===== config.mk =====
export PLATFORM = sky130hd
export DESIGN_NAME = nid_decoder
export DESIGN_NICKNAME = d
export VERILOG_FILES = /design/src/core/nid_pkg.sv /design/src/core/nid_cmd_buf.sv /design/src/core/nid_decoder.sv
export SDC_FILE = /design/constraint.sdc
export NUM_CORES = 1
export LEC_CHECK = 0
export BUFFER_PORTS_ARGS = -buffer_cell sky130_fd_sc_hd__clkbuf_2
export CORE_UTILIZATION = 39
export DETAILED_ROUTE_END_ITERATION = 12
export PLACE_DENSITY = 0.66
export SYNTH_ARGS = -nofsm -noshare
export SYNTH_HDL_FRONTEND = slang
export SYNTH_SLANG_ARGS = --single-unit

===== constraint.sdc =====
create_clock -name mclk -period 4.1 [get_ports mclk]
set_clock_uncertainty 0.2 [all_clocks]
set_input_delay 0.82 -clock mclk [delete_from_list [all_inputs] [get_ports mclk]]
set_output_delay 0.82 -clock mclk [all_outputs]
set_load 0.005 [all_outputs]

===== src/core/nid_pkg.sv =====
// Function
// - power-up recall runs its full time; memory refused, busy pin driven meanwhile
// - after power-up: single lane, busy pin pulled up, lanes released
// - power-up clears write latch; lock and protect bits keep stored values
// - write-protect and lane-3 pull-ups on while four-lane enable is clear
// - supply below threshold: every instruction is ignored
// - final write bit seen at power loss: inhibit at once, grace time, then save
// - active while select low; standby waits for store or recall to end
// - opcode held in 8-bit register; every frame opens with select falling
// - 04h clears and 06h sets the write latch, all protocols
// - lane protocol switches 37h, 38h, FFh allowed only from the listed protocols
// - plain read, fast read and write decoded in all protocols
// - dual and quad read variants decoded in single lane only
// - dual and quad write variants decoded in single lane only
// - software reset fires only when 99h directly follows 66h
// - clock read, write and fast read decoded in all protocols
// - deep power-down, sleep and wake decoded in all protocols
// - status read and write decoded in all protocols
// - config read in all protocols; config write refused in four lane
// - serial id write, read and fast read decoded in all protocols
// - store, recall, auto-save on and off decoded in all protocols
// - reserved opcodes corrupt setup until the software reset
// - invalid opcode: ignore rest of frame, outputs stay released
// - three address bytes msb first; only the low 17 bits kept
// - clock level at select picks mode 0 or 3; sample on rising edge
`default_nettype none
package nid_pkg;
	localparam int CLK_MHZ = 125;
	localparam int NS_PER_US = 1000;
	localparam int CMD_W = 29;
	localparam int ADDR_USED = 17;
	localparam logic [4:0] OPC_BITS = 5'h08;
	localparam logic [4:0] ADDR_BITS = 5'h18;
	localparam logic [2:0] LANES_1 = 3'h1;
	localparam logic [2:0] LANES_2 = 3'h2;
	localparam logic [2:0] LANES_4 = 3'h4;
	localparam logic [6:0] SYNC_RST = 7'h41; // select high, supply good: no false loss after reset
	localparam logic WEL_RST = 1'b0;
	localparam logic AUTO_SAVE_RST = 1'b1;

	typedef enum logic [1:0] {PROTO_SINGLE, PROTO_TWO, PROTO_FOUR} nid_proto_t;
	typedef enum logic [3:0] {CLS_BAD, CLS_RSVD, CLS_WEL, CLS_PROTO, CLS_MEMRD, CLS_MEMWR,
		CLS_RESET, CLS_RTC, CLS_PWR, CLS_REG, CLS_SN, CLS_NV} nid_cls_t;
	typedef enum logic [2:0] {FR_IDLE, FR_OPC, FR_ADDR, FR_DONE, FR_IGNORE} nid_frame_t;
	typedef enum logic [2:0] {PW_RECALL, PW_ON, PW_GRACE, PW_SAVE, PW_OFF} nid_power_t;

	localparam logic [7:0] OP_WL_CLR = 8'h04, OP_WL_SET = 8'h06;
	localparam logic [7:0] OP_TWO_EN = 8'h37, OP_FOUR_EN = 8'h38, OP_ONE_EN = 8'hff;
	localparam logic [7:0] OP_RD = 8'h03, OP_FRD = 8'h0b, OP_WR = 8'h02;
	localparam logic [7:0] OP_DUAL_OUT_RD = 8'h3b, OP_FOUR_OUT_RD = 8'h6b;
	localparam logic [7:0] OP_TWO_ADDR_RD = 8'hbb, OP_FOUR_ADDR_RD = 8'heb;
	localparam logic [7:0] OP_TWO_DATA_WR = 8'ha2, OP_FOUR_DATA_WR = 8'h32;
	localparam logic [7:0] OP_TWO_ADDR_WR = 8'ha1, OP_FOUR_ADDR_WR = 8'hd2;
	localparam logic [7:0] OP_RST_ARM = 8'h66, OP_RST = 8'h99;
	localparam logic [7:0] OP_CLK_RD = 8'h56, OP_CLK_WR = 8'h55, OP_CLK_FRD = 8'h57;
	localparam logic [7:0] OP_DEEP_PD = 8'hba, OP_SLEEP = 8'hb9, OP_WAKE = 8'hab;
	localparam logic [7:0] OP_STAT_RD = 8'h05, OP_STAT_WR = 8'h01;
	localparam logic [7:0] OP_CFG_RD = 8'h35, OP_CFG_WR = 8'h87;
	localparam logic [7:0] OP_SID_WR = 8'hc2, OP_SID_RD = 8'hc3, OP_SID_FRD = 8'hc9;
	localparam logic [7:0] OP_NV_SAVE = 8'h8c, OP_NV_LOAD = 8'h8d;
	localparam logic [7:0] OP_AUTO_ON = 8'h8e, OP_AUTO_OFF = 8'h8f;
	localparam logic [7:0] OP_RSV0 = 8'hc5, OP_RSV1 = 8'h1e, OP_RSV2 = 8'hc8, OP_RSV3 = 8'hce;
	localparam logic [7:0] OP_RSV4 = 8'hcb, OP_RSV5 = 8'hcc, OP_RSV6 = 8'hcd;

	// least time in ns to whole cycles, never below one
	function automatic int nid_cycles(input int ns);
		int c;
		c = (ns * CLK_MHZ + NS_PER_US - 1) / NS_PER_US;
		return (c < 1) ? 1 : c;
	endfunction : nid_cycles

	function automatic nid_cls_t nid_decode(input logic [7:0] op, input nid_proto_t pr);
		logic one;
		one = (pr == PROTO_SINGLE);
		case (op)
			OP_WL_CLR, OP_WL_SET: return CLS_WEL;
			OP_TWO_EN: return (pr != PROTO_TWO) ? CLS_PROTO : CLS_BAD;
			OP_FOUR_EN: return (pr != PROTO_FOUR) ? CLS_PROTO : CLS_BAD;
			OP_ONE_EN: return one ? CLS_BAD : CLS_PROTO;
			OP_RD, OP_FRD: return CLS_MEMRD;
			OP_WR: return CLS_MEMWR;
			OP_DUAL_OUT_RD, OP_FOUR_OUT_RD, OP_TWO_ADDR_RD, OP_FOUR_ADDR_RD:
				return one ? CLS_MEMRD : CLS_BAD;
			OP_TWO_DATA_WR, OP_FOUR_DATA_WR, OP_TWO_ADDR_WR, OP_FOUR_ADDR_WR:
				return one ? CLS_MEMWR : CLS_BAD;
			OP_RST_ARM, OP_RST: return CLS_RESET;
			OP_CLK_RD, OP_CLK_WR, OP_CLK_FRD: return CLS_RTC;
			OP_DEEP_PD, OP_SLEEP, OP_WAKE: return CLS_PWR;
			OP_STAT_RD, OP_STAT_WR, OP_CFG_RD: return CLS_REG;
			OP_CFG_WR: return (pr != PROTO_FOUR) ? CLS_REG : CLS_BAD;
			OP_SID_WR, OP_SID_RD, OP_SID_FRD: return CLS_SN;
			OP_NV_SAVE, OP_NV_LOAD, OP_AUTO_ON, OP_AUTO_OFF: return CLS_NV;
			OP_RSV0, OP_RSV1, OP_RSV2, OP_RSV3, OP_RSV4, OP_RSV5, OP_RSV6:
				return CLS_RSVD;
			default: return CLS_BAD;
		endcase
	endfunction : nid_decode

	// lanes carrying the address bytes
	function automatic logic [2:0] nid_addr_lanes(input logic [7:0] op, input nid_proto_t pr);
		if (op == OP_FOUR_ADDR_RD || op == OP_FOUR_ADDR_WR || pr == PROTO_FOUR)
			return LANES_4;
		if (op == OP_TWO_ADDR_RD || op == OP_TWO_ADDR_WR || pr == PROTO_TWO)
			return LANES_2;
		return LANES_1;
	endfunction : nid_addr_lanes
endpackage : nid_pkg
`default_nettype wire


===== src/core/nid_cmd_buf.sv =====
`timescale 1ns/10ps
`default_nettype none
module nid_cmd_buf #(
	parameter int WIDTH = 29,
	parameter int DEPTH = 2
) (
	input  wire logic             mclk,
	input  wire logic             rst,
	input  wire logic             inValid,
	input  wire logic [WIDTH-1:0] inData,
	output logic                  inReady,
	output logic                  outValid,
	input  wire logic             outReady,
	output logic [WIDTH-1:0]      outData
);
	localparam int AW = (DEPTH > 1) ? $clog2(DEPTH) : 1;
	localparam logic [AW-1:0] LAST = AW'(DEPTH - 1);
	localparam logic [AW:0] FULL = (AW + 1)'(DEPTH);
	localparam logic [AW:0] ONE = (AW + 1)'(1);

	logic [WIDTH-1:0] mem [DEPTH];
	logic [AW-1:0]    wrPtr;
	logic [AW-1:0]    rdPtr;
	logic [AW:0]      count;
	logic             push;
	logic             pop;

	assign inReady = (count != FULL);
	assign outValid = (count != '0);
	assign outData = mem[rdPtr];
	assign push = inValid && inReady;
	assign pop = outValid && outReady;

	always_ff @(posedge mclk) begin
		if (push)
			mem[wrPtr] <= inData;
	end

	always_ff @(posedge mclk) begin
		if (rst) begin
			wrPtr <= '0;
			rdPtr <= '0;
			count <= '0;
		end else begin
			if (push)
				wrPtr <= (wrPtr == LAST) ? '0 : wrPtr + 1'b1;
			if (pop)
				rdPtr <= (rdPtr == LAST) ? '0 : rdPtr + 1'b1;
			if (push && !pop)
				count <= count + ONE;
			else if (pop && !push)
				count <= count - ONE;
		end
	end
endmodule : nid_cmd_buf
`default_nettype wire


===== src/core/nid_decoder.sv =====
`timescale 1ns/10ps
`default_nettype none
module nid_decoder #(
	parameter int RECALL_NS = 20000,
	parameter int GRACE_NS = 1000
) (
	input  wire logic           mclk,
	input  wire logic           rst,
	input  wire logic           csN,
	input  wire logic           sck,
	input  wire logic [3:0]     ioIn,
	output logic [3:0]          ioOut,
	output logic [3:0]          ioOeN,
	input  wire logic           pwrOk,
	input  wire logic           quadEnable,
	input  wire logic           arrayBusy,
	input  wire logic           writeLastBit,
	input  wire logic           nvStatusLock,
	input  wire logic           nvIdLock,
	input  wire logic [2:0]     nvBlockProtect,
	output logic                hwStoreBusyOut,
	output logic                hwStoreBusyOeN,
	output logic                hwStorePullupEn,
	output logic                wpPullupEn,
	output logic                lane3PullupEn,
	output logic                writeEnableLatch,
	output logic                statusLockBit,
	output logic                serialIdLockBit,
	output logic [2:0]          blockProtectBits,
	output var nid_pkg::nid_proto_t laneProtocol,
	output logic                spiMode3,
	output logic                activeMode,
	output logic                standbyMode,
	output logic                memInhibit,
	output logic                autoSaveReq,
	output logic                autoSaveEnabled,
	output logic                swResetPulse,
	output logic                reservedTaint,
	output logic                cmdValid,
	input  wire logic           cmdReady,
	output logic [3:0]          cmdClass,
	output logic [7:0]          cmdOpcode,
	output logic [16:0]         cmdAddr,
	output logic                cmdOverrun
);
	localparam int RECALL_CYC = nid_pkg::nid_cycles(RECALL_NS);
	localparam int GRACE_CYC = nid_pkg::nid_cycles(GRACE_NS);
	localparam int TMAX = (RECALL_CYC > GRACE_CYC) ? RECALL_CYC : GRACE_CYC;
	localparam int TW = $clog2(TMAX + 1);
	localparam logic [TW-1:0] RECALL_LAST = TW'(RECALL_CYC - 1);
	localparam logic [TW-1:0] GRACE_LAST = TW'(GRACE_CYC - 1);

	//--------------------------------------------------
	// pin synchronisers
	//--------------------------------------------------
	logic [6:0] syncMeta;
	logic [6:0] syncOut;
	logic       csS;
	logic       sckS;
	logic [3:0] ioS;
	logic       pwrOkS;
	logic       sckPrev;

	always_ff @(posedge mclk) begin
		if (rst) begin
			syncMeta <= nid_pkg::SYNC_RST;
			syncOut <= nid_pkg::SYNC_RST;
		end else begin
			syncMeta <= {csN, sck, ioIn, pwrOk};
			syncOut <= syncMeta;
		end
	end

	assign {csS, sckS, ioS, pwrOkS} = syncOut;

	always_ff @(posedge mclk) begin
		if (rst)
			sckPrev <= 1'b0;
		else
			sckPrev <= sckS;
	end

	//--------------------------------------------------
	// frame decode
	//--------------------------------------------------
	nid_pkg::nid_frame_t frState;
	nid_pkg::nid_power_t pwrState;
	nid_pkg::nid_proto_t proto;
	nid_pkg::nid_cls_t   rawCls;
	nid_pkg::nid_cls_t   decCls;
	nid_pkg::nid_cls_t   frCls;
	logic [23:0]         sreg;
	logic [23:0]         shiftNext;
	logic [4:0]          bitCnt;
	logic [4:0]          nextCnt;
	logic [2:0]          lanes;
	logic [2:0]          protoLanes;
	logic [2:0]          addrLanes;
	logic [7:0]          opcode;
	logic [7:0]          curOp;
	logic                sckRise;
	logic                pwrLive;
	logic                recalling;
	logic                decValid;
	logic                addrDone;
	logic                isMem;
	logic                swFire;
	logic                armed;
	logic                dirty;
	logic [TW-1:0]       timer;

	assign sckRise = sckS && !sckPrev && !csS;
	assign pwrLive = (pwrState == nid_pkg::PW_ON) || (pwrState == nid_pkg::PW_RECALL);
	assign recalling = (pwrState == nid_pkg::PW_RECALL);
	assign protoLanes = (proto == nid_pkg::PROTO_FOUR) ? nid_pkg::LANES_4 :
		(proto == nid_pkg::PROTO_TWO) ? nid_pkg::LANES_2 : nid_pkg::LANES_1;
	assign lanes = (frState == nid_pkg::FR_ADDR) ? addrLanes : protoLanes;
	assign nextCnt = bitCnt + {2'h0, lanes};

	always_comb begin
		case (lanes)
			nid_pkg::LANES_4: shiftNext = {sreg[19:0], ioS};
			nid_pkg::LANES_2: shiftNext = {sreg[21:0], ioS[1:0]};
			default: shiftNext = {sreg[22:0], ioS[0]};
		endcase
	end

	assign curOp = shiftNext[7:0];
	assign rawCls = nid_pkg::nid_decode(curOp, proto);
	assign isMem = (rawCls == nid_pkg::CLS_MEMRD) || (rawCls == nid_pkg::CLS_MEMWR);
	// memory is refused until the power-up recall ends
	assign decCls = (recalling && isMem) ? nid_pkg::CLS_BAD : rawCls;
	assign decValid = (frState == nid_pkg::FR_OPC) && sckRise && pwrLive
		&& (nextCnt == nid_pkg::OPC_BITS);
	assign addrDone = (frState == nid_pkg::FR_ADDR) && sckRise && pwrLive
		&& (nextCnt == nid_pkg::ADDR_BITS);
	assign swFire = decValid && (curOp == nid_pkg::OP_RST) && armed;

	always_ff @(posedge mclk) begin
		if (rst) begin
			frState <= nid_pkg::FR_IDLE;
			sreg <= '0;
			bitCnt <= '0;
			addrLanes <= nid_pkg::LANES_1;
			opcode <= '0;
			frCls <= nid_pkg::CLS_BAD;
			spiMode3 <= 1'b0;
		end else if (csS) begin
			frState <= nid_pkg::FR_IDLE;
		end else if (!pwrLive) begin
			frState <= nid_pkg::FR_IGNORE;
		end else begin
			case (frState)
				nid_pkg::FR_IDLE: begin
					// select just fell: a new instruction opens
					frState <= nid_pkg::FR_OPC;
					bitCnt <= '0;
					spiMode3 <= sckS;
				end
				nid_pkg::FR_OPC: begin
					if (sckRise) begin
						sreg <= shiftNext;
						bitCnt <= nextCnt;
					end
					if (decValid) begin
						opcode <= curOp;
						frCls <= decCls;
						bitCnt <= '0;
						addrLanes <= nid_pkg::nid_addr_lanes(curOp, proto);
						case (decCls)
							nid_pkg::CLS_BAD, nid_pkg::CLS_RSVD:
								frState <= nid_pkg::FR_IGNORE;
							nid_pkg::CLS_MEMRD, nid_pkg::CLS_MEMWR:
								frState <= nid_pkg::FR_ADDR;
							default: frState <= nid_pkg::FR_DONE;
						endcase
					end
				end
				nid_pkg::FR_ADDR: begin
					if (sckRise) begin
						sreg <= shiftNext;
						bitCnt <= nextCnt;
					end
					if (addrDone)
						frState <= nid_pkg::FR_DONE;
				end
				nid_pkg::FR_DONE, nid_pkg::FR_IGNORE: ;
				default: frState <= nid_pkg::FR_IDLE;
			endcase
		end
	end

	//--------------------------------------------------
	// command hand-off
	//--------------------------------------------------
	logic                       cmdLoad;
	logic                       pendValid;
	nid_pkg::nid_cls_t          pendCls;
	logic [7:0]                 pendOp;
	logic [16:0]                pendAddr;
	logic                       bufInReady;
	logic [nid_pkg::CMD_W-1:0]  bufOut;

	assign cmdLoad = addrDone || (decValid && !isMem && decCls != nid_pkg::CLS_BAD
		&& decCls != nid_pkg::CLS_RSVD);

	// a command arriving while one is pending and the buffer is full is dropped and flagged
	always_ff @(posedge mclk) begin
		if (rst) begin
			pendValid <= 1'b0;
			pendCls <= nid_pkg::CLS_BAD;
			pendOp <= '0;
			pendAddr <= '0;
			cmdOverrun <= 1'b0;
		end else begin
			cmdOverrun <= cmdLoad && pendValid && !bufInReady;
			if (cmdLoad && !(pendValid && !bufInReady)) begin
				pendValid <= 1'b1;
				pendCls <= addrDone ? frCls : decCls;
				pendOp <= addrDone ? opcode : curOp;
				pendAddr <= addrDone ? shiftNext[nid_pkg::ADDR_USED-1:0] : '0;
			end else if (bufInReady) begin
				pendValid <= 1'b0;
			end
		end
	end

	nid_cmd_buf #(
		.WIDTH (nid_pkg::CMD_W),
		.DEPTH (2)
	) u_buf (
		.mclk     (mclk),
		.rst      (rst),
		.inValid  (pendValid),
		.inData   ({pendCls, pendOp, pendAddr}),
		.inReady  (bufInReady),
		.outValid (cmdValid),
		.outReady (cmdReady),
		.outData  (bufOut)
	);

	assign {cmdClass, cmdOpcode, cmdAddr} = bufOut;

	//--------------------------------------------------
	// protocol, write latch, reset, flags
	//--------------------------------------------------
	logic pwrDown;

	assign pwrDown = (pwrState == nid_pkg::PW_OFF);

	always_ff @(posedge mclk) begin
		if (rst || pwrDown || swFire)
			proto <= nid_pkg::PROTO_SINGLE;
		else if (decValid && decCls == nid_pkg::CLS_PROTO)
			case (curOp)
				nid_pkg::OP_TWO_EN: proto <= nid_pkg::PROTO_TWO;
				nid_pkg::OP_FOUR_EN: proto <= nid_pkg::PROTO_FOUR;
				default: proto <= nid_pkg::PROTO_SINGLE;
			endcase
	end

	always_ff @(posedge mclk) begin
		if (rst || pwrDown || swFire)
			writeEnableLatch <= nid_pkg::WEL_RST;
		else if (decValid && decCls == nid_pkg::CLS_WEL)
			writeEnableLatch <= (curOp == nid_pkg::OP_WL_SET);
	end

	// arm lasts exactly one opcode
	always_ff @(posedge mclk) begin
		if (rst) begin
			armed <= 1'b0;
			swResetPulse <= 1'b0;
		end else begin
			swResetPulse <= swFire;
			if (decValid)
				armed <= (curOp == nid_pkg::OP_RST_ARM);
		end
	end

	always_ff @(posedge mclk) begin
		if (rst || swFire)
			reservedTaint <= 1'b0;
		else if (decValid && decCls == nid_pkg::CLS_RSVD)
			reservedTaint <= 1'b1;
	end

	always_ff @(posedge mclk) begin
		if (rst)
			autoSaveEnabled <= nid_pkg::AUTO_SAVE_RST;
		else if (decValid && curOp == nid_pkg::OP_AUTO_ON)
			autoSaveEnabled <= 1'b1;
		else if (decValid && curOp == nid_pkg::OP_AUTO_OFF)
			autoSaveEnabled <= 1'b0;
	end

	// a write in the same cycle as recall end is refused and does not count
	always_ff @(posedge mclk) begin
		if (rst)
			dirty <= 1'b0;
		else if (decValid && decCls == nid_pkg::CLS_MEMWR)
			dirty <= 1'b1;
		else if (recalling && pwrOkS && pwrState == nid_pkg::PW_RECALL && timer == RECALL_LAST)
			dirty <= 1'b0;
	end

	//--------------------------------------------------
	// power sequencing
	//--------------------------------------------------
	always_ff @(posedge mclk) begin
		if (rst) begin
			pwrState <= nid_pkg::PW_RECALL;
			timer <= '0;
			autoSaveReq <= 1'b0;
		end else begin
			autoSaveReq <= 1'b0;
			case (pwrState)
				nid_pkg::PW_RECALL: begin
					timer <= timer + 1'b1;
					if (!pwrOkS)
						pwrState <= nid_pkg::PW_OFF;
					else if (timer == RECALL_LAST)
						pwrState <= nid_pkg::PW_ON;
				end
				nid_pkg::PW_ON: begin
					timer <= '0;
					if (!pwrOkS)
						pwrState <= writeLastBit ? nid_pkg::PW_GRACE : nid_pkg::PW_SAVE;
				end
				nid_pkg::PW_GRACE: begin
					timer <= timer + 1'b1;
					if (timer == GRACE_LAST)
						pwrState <= nid_pkg::PW_SAVE;
				end
				nid_pkg::PW_SAVE: begin
					autoSaveReq <= dirty && autoSaveEnabled;
					pwrState <= nid_pkg::PW_OFF;
				end
				nid_pkg::PW_OFF: begin
					timer <= '0;
					if (pwrOkS)
						pwrState <= nid_pkg::PW_RECALL;
				end
				default: pwrState <= nid_pkg::PW_RECALL;
			endcase
		end
	end

	always_ff @(posedge mclk) begin
		if (rst) begin
			statusLockBit <= 1'b0;
			serialIdLockBit <= 1'b0;
			blockProtectBits <= '0;
		end else if (recalling && timer == RECALL_LAST) begin
			statusLockBit <= nvStatusLock;
			serialIdLockBit <= nvIdLock;
			blockProtectBits <= nvBlockProtect;
		end
	end

	// standby is held off while the array is busy
	always_ff @(posedge mclk) begin
		if (rst) begin
			activeMode <= 1'b0;
			standbyMode <= 1'b0;
		end else begin
			activeMode <= !csS;
			standbyMode <= csS && !(arrayBusy || !pwrLive || recalling);
		end
	end

	assign memInhibit = (pwrState != nid_pkg::PW_ON);
	assign hwStoreBusyOut = 1'b0;
	assign hwStoreBusyOeN = !(recalling || arrayBusy || pwrState == nid_pkg::PW_SAVE);
	assign hwStorePullupEn = 1'b1;
	assign wpPullupEn = !quadEnable;
	assign lane3PullupEn = !quadEnable;
	assign ioOut = '0;
	assign ioOeN = '1;
	assign laneProtocol = proto;
endmodule : nid_decoder
`default_nettype wire


# After elaboration in Yosys (flattened, before gate mapping)

Memories as Yosys holds them, arrays and structs flattened. A register that Yosys moved wholly into a read port is not among the register bits.
Cells that the tools add are included.
Widths: inputs -> output; s select.

Output and inout bits: 60
Memory bits (writable): 58
Memories kept: 1
Logic and storage cells: 283
Register bits: 121

Memories:

| memory    | words | bits a word | rd ports | clocked after memory_dff | wr ports | RTL line          | RTL |
|---|---|---|---|---|---|---|---|
| u_buf.mem | 2     | 29          | 1        | 1                        | 1        | nid_cmd_buf.sv:21 | `logic [WIDTH-1:0] mem [DEPTH];` |

Reduce and logical (&&, ||, !) cells: 98
Equal/unequal tests: 79
Bitwise operators: 4
Multiplexer cells: 61
Add/sub/neg operators: 6

Operators with widths:

| operator              | number |
|---|---|
| $eq 8x8->1 const B    | 24 |
| $pmux 4 s16           | 1 |
| $mux 3                | 16 |
| $eq 8x6->1 const B    | 5 |
| $eq 8x7->1 const B    | 5 |
| $logic_and 1x1->1     | 34 |
| $pmux 17 s2           | 1 |
| $eq 8x3->1 const B    | 3 |
| $mux 1                | 24 |
| $pmux 12 s2           | 1 |
| $reduce_or 2->1       | 12 |
| $mux 17               | 1 |
| $eq 4x3->1 const B    | 4 |
| $eq 8x2->1 const B    | 2 |
| $ne 2x2->1 const B    | 8 |
| $eq 3x2->1 const B    | 5 |
| $pmux 3 s5            | 1 |
| $pmux 5 s3            | 1 |
| $reduce_or 3->1       | 5 |
| $logic_or 1x1->1      | 14 |
| $add 12x1->12 const B | 1 |
| $eq 12x12->1 const B  | 1 |
| $eq 12x7->1 const B   | 1 |
| $mux 2                | 6 |
| other kinds (38)      | 72 |

# Depth between registers and ports, before layout

Depth in word-level cells: 23
Mapped depth: 18

# Hierarchy

From an unflattened synthesis, not the netlist that was laid out.

Cells, all modules: 894
Area, all modules: 8,674.6 µm²

By module, submodules not included:

| module      | area each (µm²) | cells each | instances |
|---|---|---|---|
| nid_decoder | 6,363.6         | 780        | 1 |
| nid_cmd_buf | 2,311.0         | 114        | 1 |

# Worst setup path before layout

OpenSTA, ideal clock, no wires.

Path type: register to register
Start point: reg frState[2]
End point: reg pendAddr[7]
Path buffers: 4
Library setup time: 0.117 ns
Path slack: 0.105 ns
Stages on the path, launching flop included: 18
Data arrival time: 3.679 ns
Cells stage by stage: dfxtp_1 > buf_6 > or3b_1 > buf_2 > and2_4 > nor2_1 > ha_1 > inv_1 > fa_1 > inv_1 > nor4_1 > nand2_1 > or3_1 > clkbuf_1 > a311oi_4 > nor3_4 > buf_6 > a22o_1

Cells in the longest elaborated chain, start to end: 16
Elaborated cells between the ends (all ways): 83
Those cells by class: add/sub (1); eq/ne (51); mux (5); reduce/logical (26)

Ends and longest elaborated chain:

| item                                            | RTL line                               | RTL |
|---|---|---|
| from (decl)                                     | nid_decoder.sv:86                      | `nid_pkg::nid_frame_t frState;` |
| from (signal assigned)                          | nid_decoder.sv:141                     | `frState <= nid_pkg::FR_IDLE;` |
| from (signal assigned)                          | nid_decoder.sv:149                     | `frState <= nid_pkg::FR_IDLE;` |
| from (signal assigned)                          | nid_decoder.sv:151                     | `frState <= nid_pkg::FR_IGNORE;` |
| $eq 3x2->1                                      | nid_decoder.sv:117, nid_decoder.sv:135 |  |
| $mux 3                                          | nid_decoder.sv:117                     | `assign lanes = (frState == nid_pkg::FR_ADDR) ? addrLanes : protoLanes;` |
| $eq 3x2->1 / $eq 3x3->1 (equally long branches) | nid_decoder.sv:121                     | `case (lanes)` |
| $pmux 17 s2                                     | nid_decoder.sv:121                     |  |
| $eq 8x8->1 (tied with other cells)              | nid_pkg.sv:75                          | `case (op)` |
| $reduce_or 7->1 (tied with other cells)         | nid_pkg.sv:75                          |  |
| $pmux 4 s16                                     | nid_pkg.sv:75                          |  |
| $eq 4x3->1                                      | nid_decoder.sv:130                     | `assign isMem = (rawCls == nid_pkg::CLS_MEMRD) \|\| (rawCls == nid_pkg::CLS_MEMWR);` |
| $logic_or 1x1->1                                | nid_decoder.sv:130                     |  |
| $logic_and 1x1->1                               | nid_decoder.sv:132                     | `assign decCls = (recalling && isMem) ? nid_pkg::CLS_BAD : rawCls;` |
| $mux 4                                          | nid_decoder.sv:132                     |  |
| $reduce_bool 4->1                               | nid_decoder.sv:204                     | `assign cmdLoad = addrDone \|\| (decValid && !isMem && decCls != nid_pkg::CLS_BAD` |
| $logic_and 1x1->1                               | nid_decoder.sv:204                     |  |
| $logic_and 1x1->1                               | nid_decoder.sv:205                     | `&& decCls != nid_pkg::CLS_RSVD);` |
| $logic_or 1x1->1                                | nid_decoder.sv:204                     |  |
| $logic_and 1x1->1                               | nid_decoder.sv:217                     | `if (cmdLoad && !(pendValid && !bufInReady)) begin` |
| to (signal assigned)                            | nid_decoder.sv:221                     | `pendAddr <= addrDone ? shiftNext[nid_pkg::ADDR_USED-1:0] : '0;` |
| to (decl)                                       | nid_decoder.sv:200                     | `logic [16:0] pendAddr;` |

Parallel ways exist; a longest one is shown, timed or not.
A chain may end at the register's enable or synchronous reset.

# Worst setup path after layout

Start point: reg proto[0], in the netlist laneProtocol[0]
End point: reg proto[1], in the netlist laneProtocol[1]

Cells in the longest elaborated chain, start to end: 15
Elaborated cells between the ends (all ways): 85
Those cells by class: add/sub (1); eq/ne (52); mux (13); reduce/logical (19)

Ends and longest elaborated chain:

| item                                            | RTL line           | RTL |
|---|---|---|
| from (decl)                                     | nid_decoder.sv:88  | `nid_pkg::nid_proto_t proto;` |
| from (signal assigned)                          | nid_decoder.sv:253 | `proto <= nid_pkg::PROTO_SINGLE;` |
| from (signal assigned)                          | nid_decoder.sv:256 | `nid_pkg::OP_TWO_EN: proto <= nid_pkg::PROTO_TWO;` |
| from (signal assigned)                          | nid_decoder.sv:257 | `nid_pkg::OP_FOUR_EN: proto <= nid_pkg::PROTO_FOUR;` |
| $eq 2x1->1                                      | nid_decoder.sv:116 | `(proto == nid_pkg::PROTO_TWO) ? nid_pkg::LANES_2 : nid_pkg::LANES_1;` |
| $mux 2                                          | nid_decoder.sv:116 |  |
| $mux 3                                          | nid_decoder.sv:115 | `assign protoLanes = (proto == nid_pkg::PROTO_FOUR) ? nid_pkg::LANES_4 :` |
| $mux 3                                          | nid_decoder.sv:117 |  |
| $eq 3x2->1 / $eq 3x3->1 (equally long branches) | nid_decoder.sv:121 |  |
| $pmux 17 s2                                     | nid_decoder.sv:121 |  |
| $eq 8x8->1 (tied with other cells)              | nid_pkg.sv:75      |  |
| $reduce_or 7->1 (tied with other cells)         | nid_pkg.sv:75      |  |
| $pmux 4 s16                                     | nid_pkg.sv:75      |  |
| $eq 4x3->1                                      | nid_decoder.sv:130 |  |
| $logic_or 1x1->1                                | nid_decoder.sv:130 |  |
| $logic_and 1x1->1                               | nid_decoder.sv:132 |  |
| $mux 4                                          | nid_decoder.sv:132 |  |
| $eq 4x2->1                                      | nid_decoder.sv:254 | `else if (decValid && decCls == nid_pkg::CLS_PROTO)` |
| $logic_and 1x1->1                               | nid_decoder.sv:254 |  |

Parallel ways exist; a longest one is shown, timed or not.

==> run_results.csv <==
group,metric,value,unit
drt,routed_wirelength,19800,µm
die,pin_count,78,
place,dp.cells,1162,
drt,firstDrtPassIters,6,
layout,fin_util,0.482,
die,die_w,148,µm
clocking,htreeDepth,4,
sta,slew_headroom,0.424,
sta,slew_violations,0,
logic_synthesis,synth_async_sr_flop_share,0,
logic_synthesis,synth_edf_count,58,
layout,final_nets,941,
layout,finalNonFillerCells,1196,
logic_synthesis,ys_seq_area_frac,0.505,
sta,tightest_slew,0.861,ns
logic_synthesis,synth_most_common_cell,"dfxtp_1",
global_route,antenna_found_initial,0,
logic_synthesis,synth_cells,821,
logic_synthesis,yosys_register_bits,180,
run,timing.max_cap.violations,0,
layout,drive_gt1_frac,0.258,
die,start_util,0.404,
sta,min_period_over_period,0.971,
worst_hold_path,worstHoldPathType,"reg -> reg",
pwr,ir_worst_vdd,0.000279,V
clocking,clk_root_buffer_cell,"clkbuf_16",
clocking,clk_latency,0.44,ns
logic_synthesis,yosys_warnings,0,
run_status,outcome,"completed",
logic_synthesis,ys_top_cells_by_area,"dfxtp_1 (30%), edfxtp_1 (21%), nor2_1 (4.9%)",
critical_path,cp.arrival,4.13,ns
place,io_buffers,67,
die,dieArea,0.0218,mm²
global_route,grt_start_max_net_pins,70,
drt,drc,0,
critical_path,worstPathRequired,4.25,ns
clocking,cts_tree,"yes",
clocking,clk_pin_slew,0.07,ns
sta,max_freq,0.251,GHz
sta,setup_viol,0,
pwr,power_density,385,mW/mm²
clocking,numClockSinks,180,
place,hpwl,14000,µm
sta,finalSetupTns,0,ns
logic_synthesis,syn_avg_cell_area,10.1,µm²
logic_synthesis,synth.distinct_cells,80,
global_route,grt_pass1_vias,6010,
drt,antenna_left,0,
sta,min_period,3.98,ns
pwr,p_leak,3.63,nW
clocking,cts_buffers,17,
critical_path,rrSetupSlack,0.12,ns
global_route,grt_pass1_wl,31900,µm
logic_synthesis,yosysTopAreaCell,"dfxtp_1",
logic_synthesis,synth_area,0.00828,mm²
critical_path,path_class,"reg -> reg",
critical_path,startpoint_type,"flip-flop",
die,fp.dieH,148,µm
critical_path,cp-end-kind,"flip-flop",
logic_synthesis,synth_top_cell_area_share,0.295,
drt,drt_iter0_drc,432,
drt,routedWlPerCell,16.6,µm
layout,syn_to_final_growth,19.3,%
drt,via_count,6424,
place,gp_congestion,0.906,
critical_path,crit_path_max_fanout,7,
logic_synthesis,synth_ff_type,"dfxtp_1",
die,core_area,0.0205,mm²
drt,via_per_inst,5.37,
sta,hold_viol,0,
logic_synthesis,synth_commonest_cells,"dfxtp_1 (122), nor2_1 (108), edfxtp_1 (58)",
clocking,cts_buffer_depth,2,
die,rows,52,
layout,diodes,0,
global_route,grt_overflow,0,
global_route,grtUsageTotal,0.186,
logic make-up after synthesis:
| group | share of synthesized area |
|---|---|
| other | 0.000907 |
| adders and majority gates | 0.0160 |
| DFF | 0.505 |
| buffers and inverters | 0.0488 |
| and+or+nand+nor | 0.189 |
| xor gates and xnor gates | 0.0233 |
| muxes | 0.0612 |
| AOI/OAI and AO/OA | 0.156 |
path summary, 6_finish.rpt:
check             depth (start not counted)              end             from
hold reg to reg                           1       syncOut[0]      syncMeta[0]
setup / recovery                         14  laneProtocol[1]  laneProtocol[0]
hold / removal                            1       syncOut[0]      syncMeta[0]
setup reg to reg                         14  laneProtocol[1]  laneProtocol[0]
power breakdown:
part | switching, mW | leakage, nW | internal, mW
combinational | 0.0896 | 1.81 | 0.0776
clock | 0.776 | 0.319 | 1.00
sequential | 0.0168 | 1.50 | 1.84
total | 0.883 | 3.63 | 2.92
layout make-up:
cell class	count	area (µm²)
well taps	270	338
fillers	1911	10600
clock buffers	17	425
repair buffers	127	805
flip-flops and latches	180	4180
inverters	18	67.6
clock inverters	15	233
multi-input cells	569	3820
layer usage:
layer | share of wire | global-route usage | up-vias
met5 | 0 | 0 | -
met4 | 0.013 | 0.0655 | 0
met3 | 0.047 | 0.0389 | 21
met2 | 0.46 | 0.288 | 170
met1 | 0.48 | 0.256 | 3067
li1 | - | - | 3166
placed cells by master, fill, tap and decap left out, drive strengths merged, types with 6 or more instances in the layout:
| cell type | count |
|---|---|
| inv | 24 |
| a222oi | 9 |
| nor2 | 109 |
| dfxtp | 122 |
| or2 | 15 |
| clkinv | 6 |
| a211oi | 25 |
| nor3b | 6 |
| mux2i | 18 |
| nor3 | 32 |
| or3 | 6 |
| o21ai | 16 |
| nor4b | 6 |
| and3 | 6 |
| xnor2 | 9 |
| a22oi | 7 |
| buf | 61 |
| o2bb2ai | 9 |
| xor2 | 13 |
| nand2 | 55 |
| a22o | 12 |
| ha | 9 |
| o22ai | 9 |
| nor4 | 11 |
| nand2b | 10 |
| mux2 | 29 |
| nand4 | 9 |
| a21oi | 43 |
| nor2b | 16 |
| clkbuf | 83 |
| edfxtp | 58 |
| nand3 | 15 |
| conb | 10 |
critical path, cell delays in order (launching register included):
cell and delay [ns]:
dfxtp_1 0.31, buf_4 0.15, ha_1 0.27, nand2b_2 0.27
o22a_1 0.25, o21ai_2 0.22, buf_4 0.17, a21o_1 0.21
nor4_1 0.06, and3_1 0.26, or2_0 0.24, or4_1 0.64
buf_4 0.20, nor4_4 0.19, mux2i_1 0.24
sequential cells by signal (all words and copies together), names as in the netlist, 5 cells and up, named ones only:
| register | flops |
|---|---|
| u_buf.mem | 58 |
| syncOut | 7 |
| pendOp | 8 |
| bitCnt | 5 |
| syncMeta | 7 |
| timer | 12 |
| pendAddr | 17 |
| opcode | 8 |
| sreg | 16 |
through the flow:
step | worst slack [ns] | total power [mW] | instance area [µm²] | hold WS (ns)
after floorplan | 0.105 | 2.02 | 8310 | 0.189
after global placement | -0.0447 | 2.07 | 9110 | 0.193
after detailed placement | -0.00934 | 2.07 | 9110 | 0.198
after CTS | 0.0421 | 3.85 | 9780 | 0.215
after global routing | -0.0124 | 3.93 | 9880 | 0.223
final | 0.120 | 3.80 | 9880 | 0.214
timing repair:
item	4_1_cts	5_1_grt
hold buffers	0	0
hold endpoints to repair	0	0
setup buffers	0	2
resized for setup	1	22
pin swaps	0	1
setup endpoints to repair	1	46
Power figures use the tool's default switching activity.
